<file path="src/hw/route_cfg_pkg.sv">
/*
 * Shared constants and carriers for the external bus route selection
 * register and its pad multiplexers.
 * Assumes one CPU clock and an I/O port space with 16-bit addresses and data.
 */
package route_cfg_pkg;

    // ------------------------------------------------------------------
    // register map
    // ------------------------------------------------------------------
    localparam logic [15:0] ROUTE_SEL_ADDR  = 16'h1C00;
    localparam logic [15:0] ROUTE_SEL_RESET = 16'h0000;
    localparam logic [15:0] ROUTE_SEL_WMASK = 16'h7F3F;

    // ------------------------------------------------------------------
    // field layout
    // ------------------------------------------------------------------
    localparam int PP_MODE_LSB = 12;
    localparam int PP_MODE_W   = 3;
    localparam int SP1_MODE_LSB = 10;
    localparam int SP0_MODE_LSB = 8;
    localparam int SP_MODE_W   = 2;
    localparam int AGPIO_LSB   = 0;

    // ------------------------------------------------------------------
    // default sizes
    // ------------------------------------------------------------------
    localparam int PP_PINS     = 21;
    localparam int PP_SOURCES  = 6;
    localparam int SP_PINS     = 6;
    localparam int SP_PORTS    = 2;
    localparam int ADDR_GPIO_W = 6;

    // ------------------------------------------------------------------
    // parallel port sources, indexed by mode; modes above gpio pick gpio
    // ------------------------------------------------------------------
    typedef enum logic [2:0] {
        PP_LCD, PP_AUD2, PP_AUD3, PP_UART, PP_SPI, PP_GPIO
    } pp_src_e;

    // serial port group modes
    localparam logic [1:0] SP_MODE_CARD  = 2'h0;
    localparam logic [1:0] SP_MODE_AUDIO = 2'h1;

    // ------------------------------------------------------------------
    // carriers
    // ------------------------------------------------------------------
    typedef struct packed {
        logic [15:0] addr;
        logic        wr;
        logic        rd;
        logic [15:0] wdata;
    } io_req_s;

    typedef struct packed {
        logic [15:0] rdata;
        logic        rvalid;
    } io_rsp_s;

endpackage

</file>
<file path="src/hw/reset_strap.sv">
/*
 * Supply-good, internal reset and clock-source strap capture.
 * Assumes arst_n is the external reset pin and regulator_above_min comes from
 * the analog power-on monitor, both already synchronous to ref_clk.
 */
`timescale 1ns/1ns
`default_nettype none

module reset_strap
(
    // clock and external reset pin
    input  wire logic ref_clk,
    input  wire logic arst_n,
    // straps and monitor
    input  wire logic core_regulator_enable_pin,
    input  wire logic regulator_above_min,
    input  wire logic clock_source_select_pin,
    // results
    output logic      core_supply_ok,
    output logic      internal_reset_n,
    output logic      clk_gen_from_ext
);

    typedef struct packed {
        logic ok;
        logic rst_meta;
        logic rst;
        logic ext;
    } state_s;

    state_s state_ff;
    state_s nxt_state;

    always_comb
    begin
        nxt_state = state_ff;
        // regulator off: monitor bypassed, else monitor
        nxt_state.ok       = core_regulator_enable_pin | regulator_above_min;
        // pin low clears both stages at once, supply loss within two edges
        nxt_state.rst_meta = state_ff.ok;
        nxt_state.rst      = state_ff.rst_meta & state_ff.ok;
        // strap sampled only while held in reset, frozen after
        if (!state_ff.rst)
        begin
            nxt_state.ext = clock_source_select_pin;
        end
    end

    always_ff @(posedge ref_clk or negedge arst_n)
    begin
        if (!arst_n)
        begin
            state_ff <= '0;
        end
        else
        begin
            state_ff <= nxt_state;
        end
    end

    assign core_supply_ok   = state_ff.ok;
    assign internal_reset_n = state_ff.rst;
    assign clk_gen_from_ext = state_ff.ext;
endmodule

`default_nettype wire

</file>
<file path="src/hw/bus_route_top.sv">
/*
 * Reset configuration and external bus route selection register, with the
 * pad multiplexers for the parallel port, two serial ports and the upper
 * memory address pins.
 * Assumes peripherals present per-pin out/oe vectors on ref_clk and that the
 * CPU issues single-cycle I/O port requests.
 */
`timescale 1ns/1ns
`default_nettype none

module bus_route_top
#(
    parameter int PP_PINS     = route_cfg_pkg::PP_PINS,
    parameter int PP_SOURCES  = route_cfg_pkg::PP_SOURCES,
    parameter int SP_PINS     = route_cfg_pkg::SP_PINS,
    parameter int SP_PORTS    = route_cfg_pkg::SP_PORTS,
    parameter int ADDR_GPIO_W = route_cfg_pkg::ADDR_GPIO_W
)
(
    // clock, reset pin, straps
    input  wire logic                                   ref_clk,
    input  wire logic                                   arst_n,
    input  wire logic                                   core_regulator_enable_pin,
    input  wire logic                                   regulator_above_min,
    input  wire logic                                   clock_source_select_pin,
    // reset and clock results
    output logic                                        core_supply_ok,
    output logic                                        internal_reset_n,
    output logic                                        clk_gen_from_ext,
    // I/O port access
    input  wire route_cfg_pkg::io_req_s                 io_req,
    output route_cfg_pkg::io_rsp_s                      io_rsp,
    // parallel port: sources and pads
    input  wire logic [PP_SOURCES-1:0][PP_PINS-1:0]     pp_src_out,
    input  wire logic [PP_SOURCES-1:0][PP_PINS-1:0]     pp_src_oe,
    output logic      [PP_SOURCES-1:0][PP_PINS-1:0]     pp_src_in,
    input  wire logic [PP_PINS-1:0]                     pp_pin_in,
    output logic      [PP_PINS-1:0]                     pp_pin_out,
    output logic      [PP_PINS-1:0]                     pp_pin_oe,
    // serial port groups: card and audio sources and pads
    input  wire logic [SP_PORTS-1:0][SP_PINS-1:0]       sp_card_out,
    input  wire logic [SP_PORTS-1:0][SP_PINS-1:0]       sp_card_oe,
    output logic      [SP_PORTS-1:0][SP_PINS-1:0]       sp_card_in,
    input  wire logic [SP_PORTS-1:0][SP_PINS-1:0]       sp_audio_out,
    input  wire logic [SP_PORTS-1:0][SP_PINS-1:0]       sp_audio_oe,
    output logic      [SP_PORTS-1:0][SP_PINS-1:0]       sp_audio_in,
    input  wire logic [SP_PORTS-1:0][SP_PINS-1:0]       sp_pin_in,
    output logic      [SP_PORTS-1:0][SP_PINS-1:0]       sp_pin_out,
    output logic      [SP_PORTS-1:0][SP_PINS-1:0]       sp_pin_oe,
    // upper memory address pins
    input  wire logic [ADDR_GPIO_W-1:0]                 mem_addr_hi,
    input  wire logic [ADDR_GPIO_W-1:0]                 addr_gpio_out,
    input  wire logic [ADDR_GPIO_W-1:0]                 addr_gpio_oe,
    output logic      [ADDR_GPIO_W-1:0]                 addr_gpio_in,
    input  wire logic [ADDR_GPIO_W-1:0]                 addr_pin_in,
    output logic      [ADDR_GPIO_W-1:0]                 addr_pin_out,
    output logic      [ADDR_GPIO_W-1:0]                 addr_pin_oe
);

    // ------------------------------------------------------------------
    // reset and strap logic
    // ------------------------------------------------------------------
    reset_strap u_reset_strap
    (
        .ref_clk                   (ref_clk),
        .arst_n                    (arst_n),
        .core_regulator_enable_pin (core_regulator_enable_pin),
        .regulator_above_min       (regulator_above_min),
        .clock_source_select_pin   (clock_source_select_pin),
        .core_supply_ok            (core_supply_ok),
        .internal_reset_n          (internal_reset_n),
        .clk_gen_from_ext          (clk_gen_from_ext)
    );

    // ------------------------------------------------------------------
    // state
    // ------------------------------------------------------------------
    typedef struct packed {
        logic [15:0]                         route;
        route_cfg_pkg::io_rsp_s              rsp;
        logic [PP_SOURCES-1:0][PP_PINS-1:0]  pp_in;
        logic [PP_PINS-1:0]                  pp_out;
        logic [PP_PINS-1:0]                  pp_oe;
        logic [SP_PORTS-1:0][SP_PINS-1:0]    card_in;
        logic [SP_PORTS-1:0][SP_PINS-1:0]    audio_in;
        logic [SP_PORTS-1:0][SP_PINS-1:0]    sp_out;
        logic [SP_PORTS-1:0][SP_PINS-1:0]    sp_oe;
        logic [ADDR_GPIO_W-1:0]              ag_in;
        logic [ADDR_GPIO_W-1:0]              a_out;
        logic [ADDR_GPIO_W-1:0]              a_oe;
    } state_s;

    state_s state_ff;
    state_s nxt_state;

    // ------------------------------------------------------------------
    // decoded fields of the register in force
    // ------------------------------------------------------------------
    logic [route_cfg_pkg::PP_MODE_W-1:0]  pp_mode;
    logic [2:0]                           pp_src;
    logic [SP_PORTS-1:0][1:0]             sp_mode;
    logic [ADDR_GPIO_W-1:0]               agpio_sel;
    logic                                 hit;

    assign pp_mode   = state_ff.route[route_cfg_pkg::PP_MODE_LSB +: route_cfg_pkg::PP_MODE_W];
    // reserved modes fall back to gpio so no pad is left undriven by mistake
    assign pp_src    = (pp_mode > 3'(route_cfg_pkg::PP_GPIO)) ? 3'(route_cfg_pkg::PP_GPIO) : pp_mode;
    assign sp_mode[0] = state_ff.route[route_cfg_pkg::SP0_MODE_LSB +: route_cfg_pkg::SP_MODE_W];
    assign sp_mode[1] = state_ff.route[route_cfg_pkg::SP1_MODE_LSB +: route_cfg_pkg::SP_MODE_W];
    assign agpio_sel = state_ff.route[route_cfg_pkg::AGPIO_LSB +: ADDR_GPIO_W];
    assign hit       = (io_req.addr == route_cfg_pkg::ROUTE_SEL_ADDR);

    // ------------------------------------------------------------------
    // next state
    // ------------------------------------------------------------------
    always_comb
    begin
        nxt_state = state_ff;

        // port write; bit 15 and other unused bits stay zero
        if (io_req.wr && hit)
        begin
            nxt_state.route = io_req.wdata & route_cfg_pkg::ROUTE_SEL_WMASK;
        end

        // read back what is in force, zero on unmapped ports
        nxt_state.rsp.rvalid = io_req.rd;
        nxt_state.rsp.rdata  = (io_req.rd && hit) ? state_ff.route : 16'h0000;

        // pads follow the stored register one edge later
        for (int s = 0; s < PP_SOURCES; s++)
        begin
            nxt_state.pp_in[s] = (3'(s) == pp_src) ? pp_pin_in : '0;
        end
        nxt_state.pp_out = pp_src_out[pp_src];
        nxt_state.pp_oe  = pp_src_oe[pp_src];

        for (int g = 0; g < SP_PORTS; g++)
        begin
            case (sp_mode[g])
                route_cfg_pkg::SP_MODE_CARD:
                begin
                    nxt_state.sp_out[g]   = sp_card_out[g];
                    nxt_state.sp_oe[g]    = sp_card_oe[g];
                    nxt_state.card_in[g]  = sp_pin_in[g];
                    nxt_state.audio_in[g] = '0;
                end
                route_cfg_pkg::SP_MODE_AUDIO:
                begin
                    nxt_state.sp_out[g]   = sp_audio_out[g];
                    nxt_state.sp_oe[g]    = sp_audio_oe[g];
                    nxt_state.card_in[g]  = '0;
                    nxt_state.audio_in[g] = sp_pin_in[g];
                end
                default:
                begin
                    // unused codes park the group as inputs
                    nxt_state.sp_out[g]   = '0;
                    nxt_state.sp_oe[g]    = '0;
                    nxt_state.card_in[g]  = '0;
                    nxt_state.audio_in[g] = '0;
                end
            endcase
        end

        for (int b = 0; b < ADDR_GPIO_W; b++)
        begin
            nxt_state.a_out[b] = agpio_sel[b] ? addr_gpio_out[b] : mem_addr_hi[b];
            nxt_state.a_oe[b]  = agpio_sel[b] ? addr_gpio_oe[b]  : 1'b1;
            nxt_state.ag_in[b] = agpio_sel[b] & addr_pin_in[b];
        end
    end

    // reset leaves the memory address pins driven, matching the register default
    always_ff @(posedge ref_clk or negedge internal_reset_n)
    begin
        if (!internal_reset_n)
        begin
            state_ff       <= '0;
            state_ff.route <= route_cfg_pkg::ROUTE_SEL_RESET;
            state_ff.a_oe  <= '1;
        end
        else
        begin
            state_ff <= nxt_state;
        end
    end

    // ------------------------------------------------------------------
    // outputs
    // ------------------------------------------------------------------
    assign io_rsp       = state_ff.rsp;
    assign pp_src_in    = state_ff.pp_in;
    assign pp_pin_out   = state_ff.pp_out;
    assign pp_pin_oe    = state_ff.pp_oe;
    assign sp_card_in   = state_ff.card_in;
    assign sp_audio_in  = state_ff.audio_in;
    assign sp_pin_out   = state_ff.sp_out;
    assign sp_pin_oe    = state_ff.sp_oe;
    assign addr_gpio_in = state_ff.ag_in;
    assign addr_pin_out = state_ff.a_out;
    assign addr_pin_oe  = state_ff.a_oe;
endmodule

`default_nettype wire

</file>
<file path="config.mk">
export PLATFORM = sky130hd
export DESIGN_NAME = bus_route_top
export DESIGN_NICKNAME = d
export VERILOG_FILES = /design/src/hw/route_cfg_pkg.sv /design/src/hw/reset_strap.sv /design/src/hw/bus_route_top.sv
export SDC_FILE = /design/constraint.sdc
export NUM_CORES = 1
export LEC_CHECK = 0
export BUFFER_PORTS_ARGS = -buffer_cell sky130_fd_sc_hd__buf_4
export CORE_AREA = 3 3 252 254
export DETAILED_ROUTE_END_ITERATION = 7
export DIE_AREA = 0 0 255 257
export GPL_ROUTABILITY_DRIVEN = 0
export SYNTH_ARGS = -nofsm -noshare
export SYNTH_HDL_FRONTEND = slang
export SYNTH_SLANG_ARGS = --single-unit
export TNS_END_PERCENT = 20
</file>
<file path="constraint.sdc">
create_clock -name ref_clk -period 7.5 [get_ports ref_clk]
set_input_delay 1.5 -clock ref_clk [delete_from_list [all_inputs] [get_ports ref_clk]]
set_output_delay 1.5 -clock ref_clk [all_outputs]
set_load 0.01 [all_outputs]
</file>
==> metrics.md <==
| Metric | Value |
|---|---|
| Post-synthesis async set-or-reset flop share | `100.0%` |
| Arrival time worst endpoint | `around 3.6 ns` |
| Power per unit of standard cell area | `196.0 nW/um2` |
| Detailed-routing iteration count for the pre-antenna-repair pass | `5` |
| Number of placement rows | `between 90 and 100` |
| Leakage power of the design | `8.619 nW` |
| Worst IR Drop VDD | `0.1545 mV` |
| Clock sink count | `265` |
| I/O pin count | `650` |
| TNS Setup | `0 ns` |
| Share of the clock period used by the worst path | `a little over two fifths` |
| Biggest cell delay along the critical path | `0.57 ns` |
| Average cell area after synthesis | `13.10 um2` |
| Floorplan core area | `61480 um2` |
| Cell at the root of the clock tree | `sky130_fd_sc_hd__clkbuf_16` |
| Pin count of the biggest net entering global routing | `77` |
| Via count | `8821` |
| Starting DRT DRC Count | `479` |
| CTS tree | `done` |
| Most common library cell in the layout ignoring fill and taps | `sky130_fd_sc_hd__buf_4` |
| Kind of capture point of the worst setup path | `flip-flop` |
| Clock Skew | `0.01058 ns` |
| Achievable Freq | `0.3175 GHz` |
| Design Area, Final | `17180 um2` |
| Count of hold buffers inserted by post-cts repair | `0` |
| Max Root-Sink Buffers | `3` |
| Worst path buffer plus inverter count | `2` |
| Per-cell routed wire length | `19.18 um` |
| Cell with the largest stage delay on the worst path | `sky130_fd_sc_hd__and3_1` |
| Prevailing post-synth register cell | `sky130_fd_sc_hd__dfrtp_1` |
| Buffer count from post-CTS setup fixing | `0` |
| Total standard cell area after synthesis | `10440 um2` |
| Ratio of routed vias to standard cells | `3.926` |
| Layout-stage area growth over the synthesis result | `64.54%` |
| Library cells used by synthesis | `29` |
| Syn Inst Count | `roughly 800` |
| Number of global-route vias before repair | `9636` |
| Seq pwr share | `approximately 44%` |
| Switching power summed over all nets | `0.0007552 W` |
| Transition at the pin with the smallest max-transition slack | `roughly 1.1 ns` |
| Number of filler instances in the final layout | `6393` |
| Hold slack | `0.3130 ns` |
| Overall overflow remaining after global route | `0` |
| Internal power | `0.002612 W` |
| Buffers on Ports | `around 640` |
| Total count of max-transition violations in the final report | `0` |
| Register area share after synthesis | `a little under two thirds` |
| DP Wirelength | `33150 um` |
| Endpoint of the most critical register-to-register path | `pp_src_in[81]$_DFF_PN0_` |
| Clk pin slew, worst setup/hold paths | `0.07 ns` |
| DR DRC count | `0` |
| Cell area after placement | `16130 um2` |
| Reg-to-reg critical path startpoint | `pp_mode[1]$_DFFE_PN0P_` |
| Clock period minus final worst setup slack | `3.149 ns` |
| Flip-flop and latch count after synthesis | `around 270` |
| EDFF count, synth | `0` |
| Area of the die | `65540 um2` |
| Logic pwr share | `10.1%` |
| Antenna violations before repair | `4` |
| Share of layout cells above drive strength 1 | `54.05%` |
| Chip Width | `255 um` |
| Leading cell types in the layout, fill and taps excluded | `sky130_fd_sc_hd__buf_4, sky130_fd_sc_hd__dfrtp_1, sky130_fd_sc_hd__and2_1, sky130_fd_sc_hd__nand2_1, sky130_fd_sc_hd__nor2_1` |
| Headroom to the max-slew limit | `29.98%` |
| Count of warnings emitted by yosys | `0` |
| Worst hold path type | `flip-flop to asynchronous set/reset pin` |
| Number of max-cap violations | `0` |
| Setup violations, final | `0` |
| Maximum fanout along the worst path | `9` |
| Relative contribution of the clock network to total power | `46.0%` |
| Overall global routing resource usage | `around 12%` |
| Outcome | `completed` |
| Number of levels the H-tree was split into | `1` |
| Data required time at the worst endpoint | `between 7 and 8 ns` |
| First-pass GRT wire length | `60560 um` |
| TritonCTS Buffers | `30` |
| Switching Share | `22.43%` |
| Clock network latency to the later pin of the worst-skew pair | `0.57 ns` |
| Net total in the final layout | `1828` |
| Post-detailed-routing wire length | `43090 um` |
| CP cell instances | `buf_4, nor4_2, and3_1, and3_1, buf_4, mux2_2` |
| Unrepaired setup endpoints after global routing | `false` |
| Starting density of the core | `16.99%` |
| Family with the most delay on the worst path | `simple AND/OR/NAND/NOR gates` |
| Resize count post-CTS | `0` |
| Die height | `257 um` |
| Minimum setup slack among reg-to-reg paths | `4.88 ns` |
| Class of the most critical setup path | `input pin to flip-flop` |
| Final standard cell utilization of the core | `between 20% and 30%` |
| Total count of hold-check failures in the final report | `0` |
| Critical path launch point type | `input pin` |
| Antenna Nets Post-Route | `0` |
| Worst Reg2Reg Path Length in Cells | `3` |
-- synth_stat cells, types with 3 or more instances --
cell	count	area share, %
sky130_fd_sc_hd__mux2_4	10	1.4
sky130_fd_sc_hd__nand2_1	84	3.0
sky130_fd_sc_hd__and2_1	128	7.7
sky130_fd_sc_hd__and3_1	44	2.6
sky130_fd_sc_hd__buf_4	4	0.29
sky130_fd_sc_hd__nand2b_1	6	0.36
sky130_fd_sc_hd__dfrtp_1	259	62
sky130_fd_sc_hd__mux2_2	10	1.1
sky130_fd_sc_hd__mux2i_1	24	2.3
sky130_fd_sc_hd__nor2_1	70	2.5
sky130_fd_sc_hd__buf_6	3	0.32
sky130_fd_sc_hd__dfstp_2	6	1.5
sky130_fd_sc_hd__buf_1	5	0.18
sky130_fd_sc_hd__a31oi_1	42	2.5
sky130_fd_sc_hd__mux4_2	42	9.1
sky130_fd_sc_hd__clkbuf_1	32	1.2
sky130_fd_sc_hd__buf_2	12	0.58
-- power by group through the flow --
stage / combinational, W / sequential, W / clock, W
2_1_floorplan: 0.0000502 / 0.00154 / 0
4_1_cts: 0.000347 / 0.00148 / 0.00161
5_1_grt: 0.000369 / 0.00148 / 0.00166
3_5_place_dp: 0.000346 / 0.00150 / 0
3_3_place_gp: 0.000341 / 0.00150 / 0
6_report: 0.000340 / 0.00148 / 0.00155
-- flip-flops by register name, summed over array words and instances, names as in the netlist --
signal / flops
addr_gpio_in: 6
sp_pin_out: 12
agpio_sel: 6
sp_pin_oe: 12
pp_src_in: 126
io_rsp: 14
addr_pin_oe: 6
pp_pin_out: 21
pp_mode: 3
u_reset_strap.internal_reset_n: 1
sp_card_in: 12
u_reset_strap.core_supply_ok: 1
u_reset_strap.state_ff: 1
u_reset_strap.clk_gen_from_ext: 1
pp_pin_oe: 21
addr_pin_out: 6
sp_audio_in: 12
sp_mode: 4
-- final cells by class --
type                            count  area (um2)  area share [%]
Antenna cell                        1       2.502         0.01456
Clock buffer                       42       837.1           4.871
Clock inverter                     14       210.2           1.223
Inverter                            1       3.754         0.02184
Multi-Input combinational cell    476        3551           20.66
Sequential cell                   265        6651           38.71
Tap cell                          790       988.4           5.752
Timing Repair Buffer              658        4940           28.75
-- metal layers --
layer  track usage, %  part of all wire (%)  vias up
met2            22.09                    50      495
met5                0                     0        -
met3            3.881                   9.5       54
met4            3.833                   3.1        0
li1                 -                     -     3947
met1            14.01                    38     4325
-- logic make-up after synthesis --
logic type	after synthesis	synth area share, %
AND/OR/NAND/NOR	345	17.26
AO/OA/AOI/OAI	42	2.516
multiplexers	86	13.87
buffers and inverters	58	2.744
other	1	0.03591
flip-flops	265	63.57
-- worst reg2reg max path: stages (launching register included) --
cell	delay (ns)
sky130_fd_sc_hd__dfrtp_4	0.70
sky130_fd_sc_hd__buf_4	0.63
sky130_fd_sc_hd__and3b_1	0.98
sky130_fd_sc_hd__and2_1	0.25
-- worst max-delay path by stage --
stage / start / endpoint / cells after the start
finish: io_req[19] / pp_mode[2]$_DFFE_PN0P_ / 6
CTS: u_reset_strap.internal_reset_n$_DFF_PN0_ / internal_reset_n / 1
detailed placement: io_req[19] / pp_mode[2]$_DFFE_PN0P_ / 6
floorplan: u_reset_strap.internal_reset_n$_DFF_PN0_ / internal_reset_n / 0
global placement: io_req[19] / pp_mode[2]$_DFFE_PN0P_ / 6
global route: u_reset_strap.internal_reset_n$_DFF_PN0_ / internal_reset_n / 1
-- through the flow --
| step | std cells | setup slack (ns) | total power [W] |
|---|---|---|---|
| after floorplan | 799 | 2.610 | 0.001591 |
| after global placement | 2190 | 3.745 | 0.001844 |
| after detailed placement | 2190 | 3.762 | 0.001850 |
| after CTS | 2246 | 4.308 | 0.003435 |
| after global routing | 2246 | 4.273 | 0.003514 |
| final | 2247 | 4.351 | 0.003367 |
(Power assumes the default switching activity.)
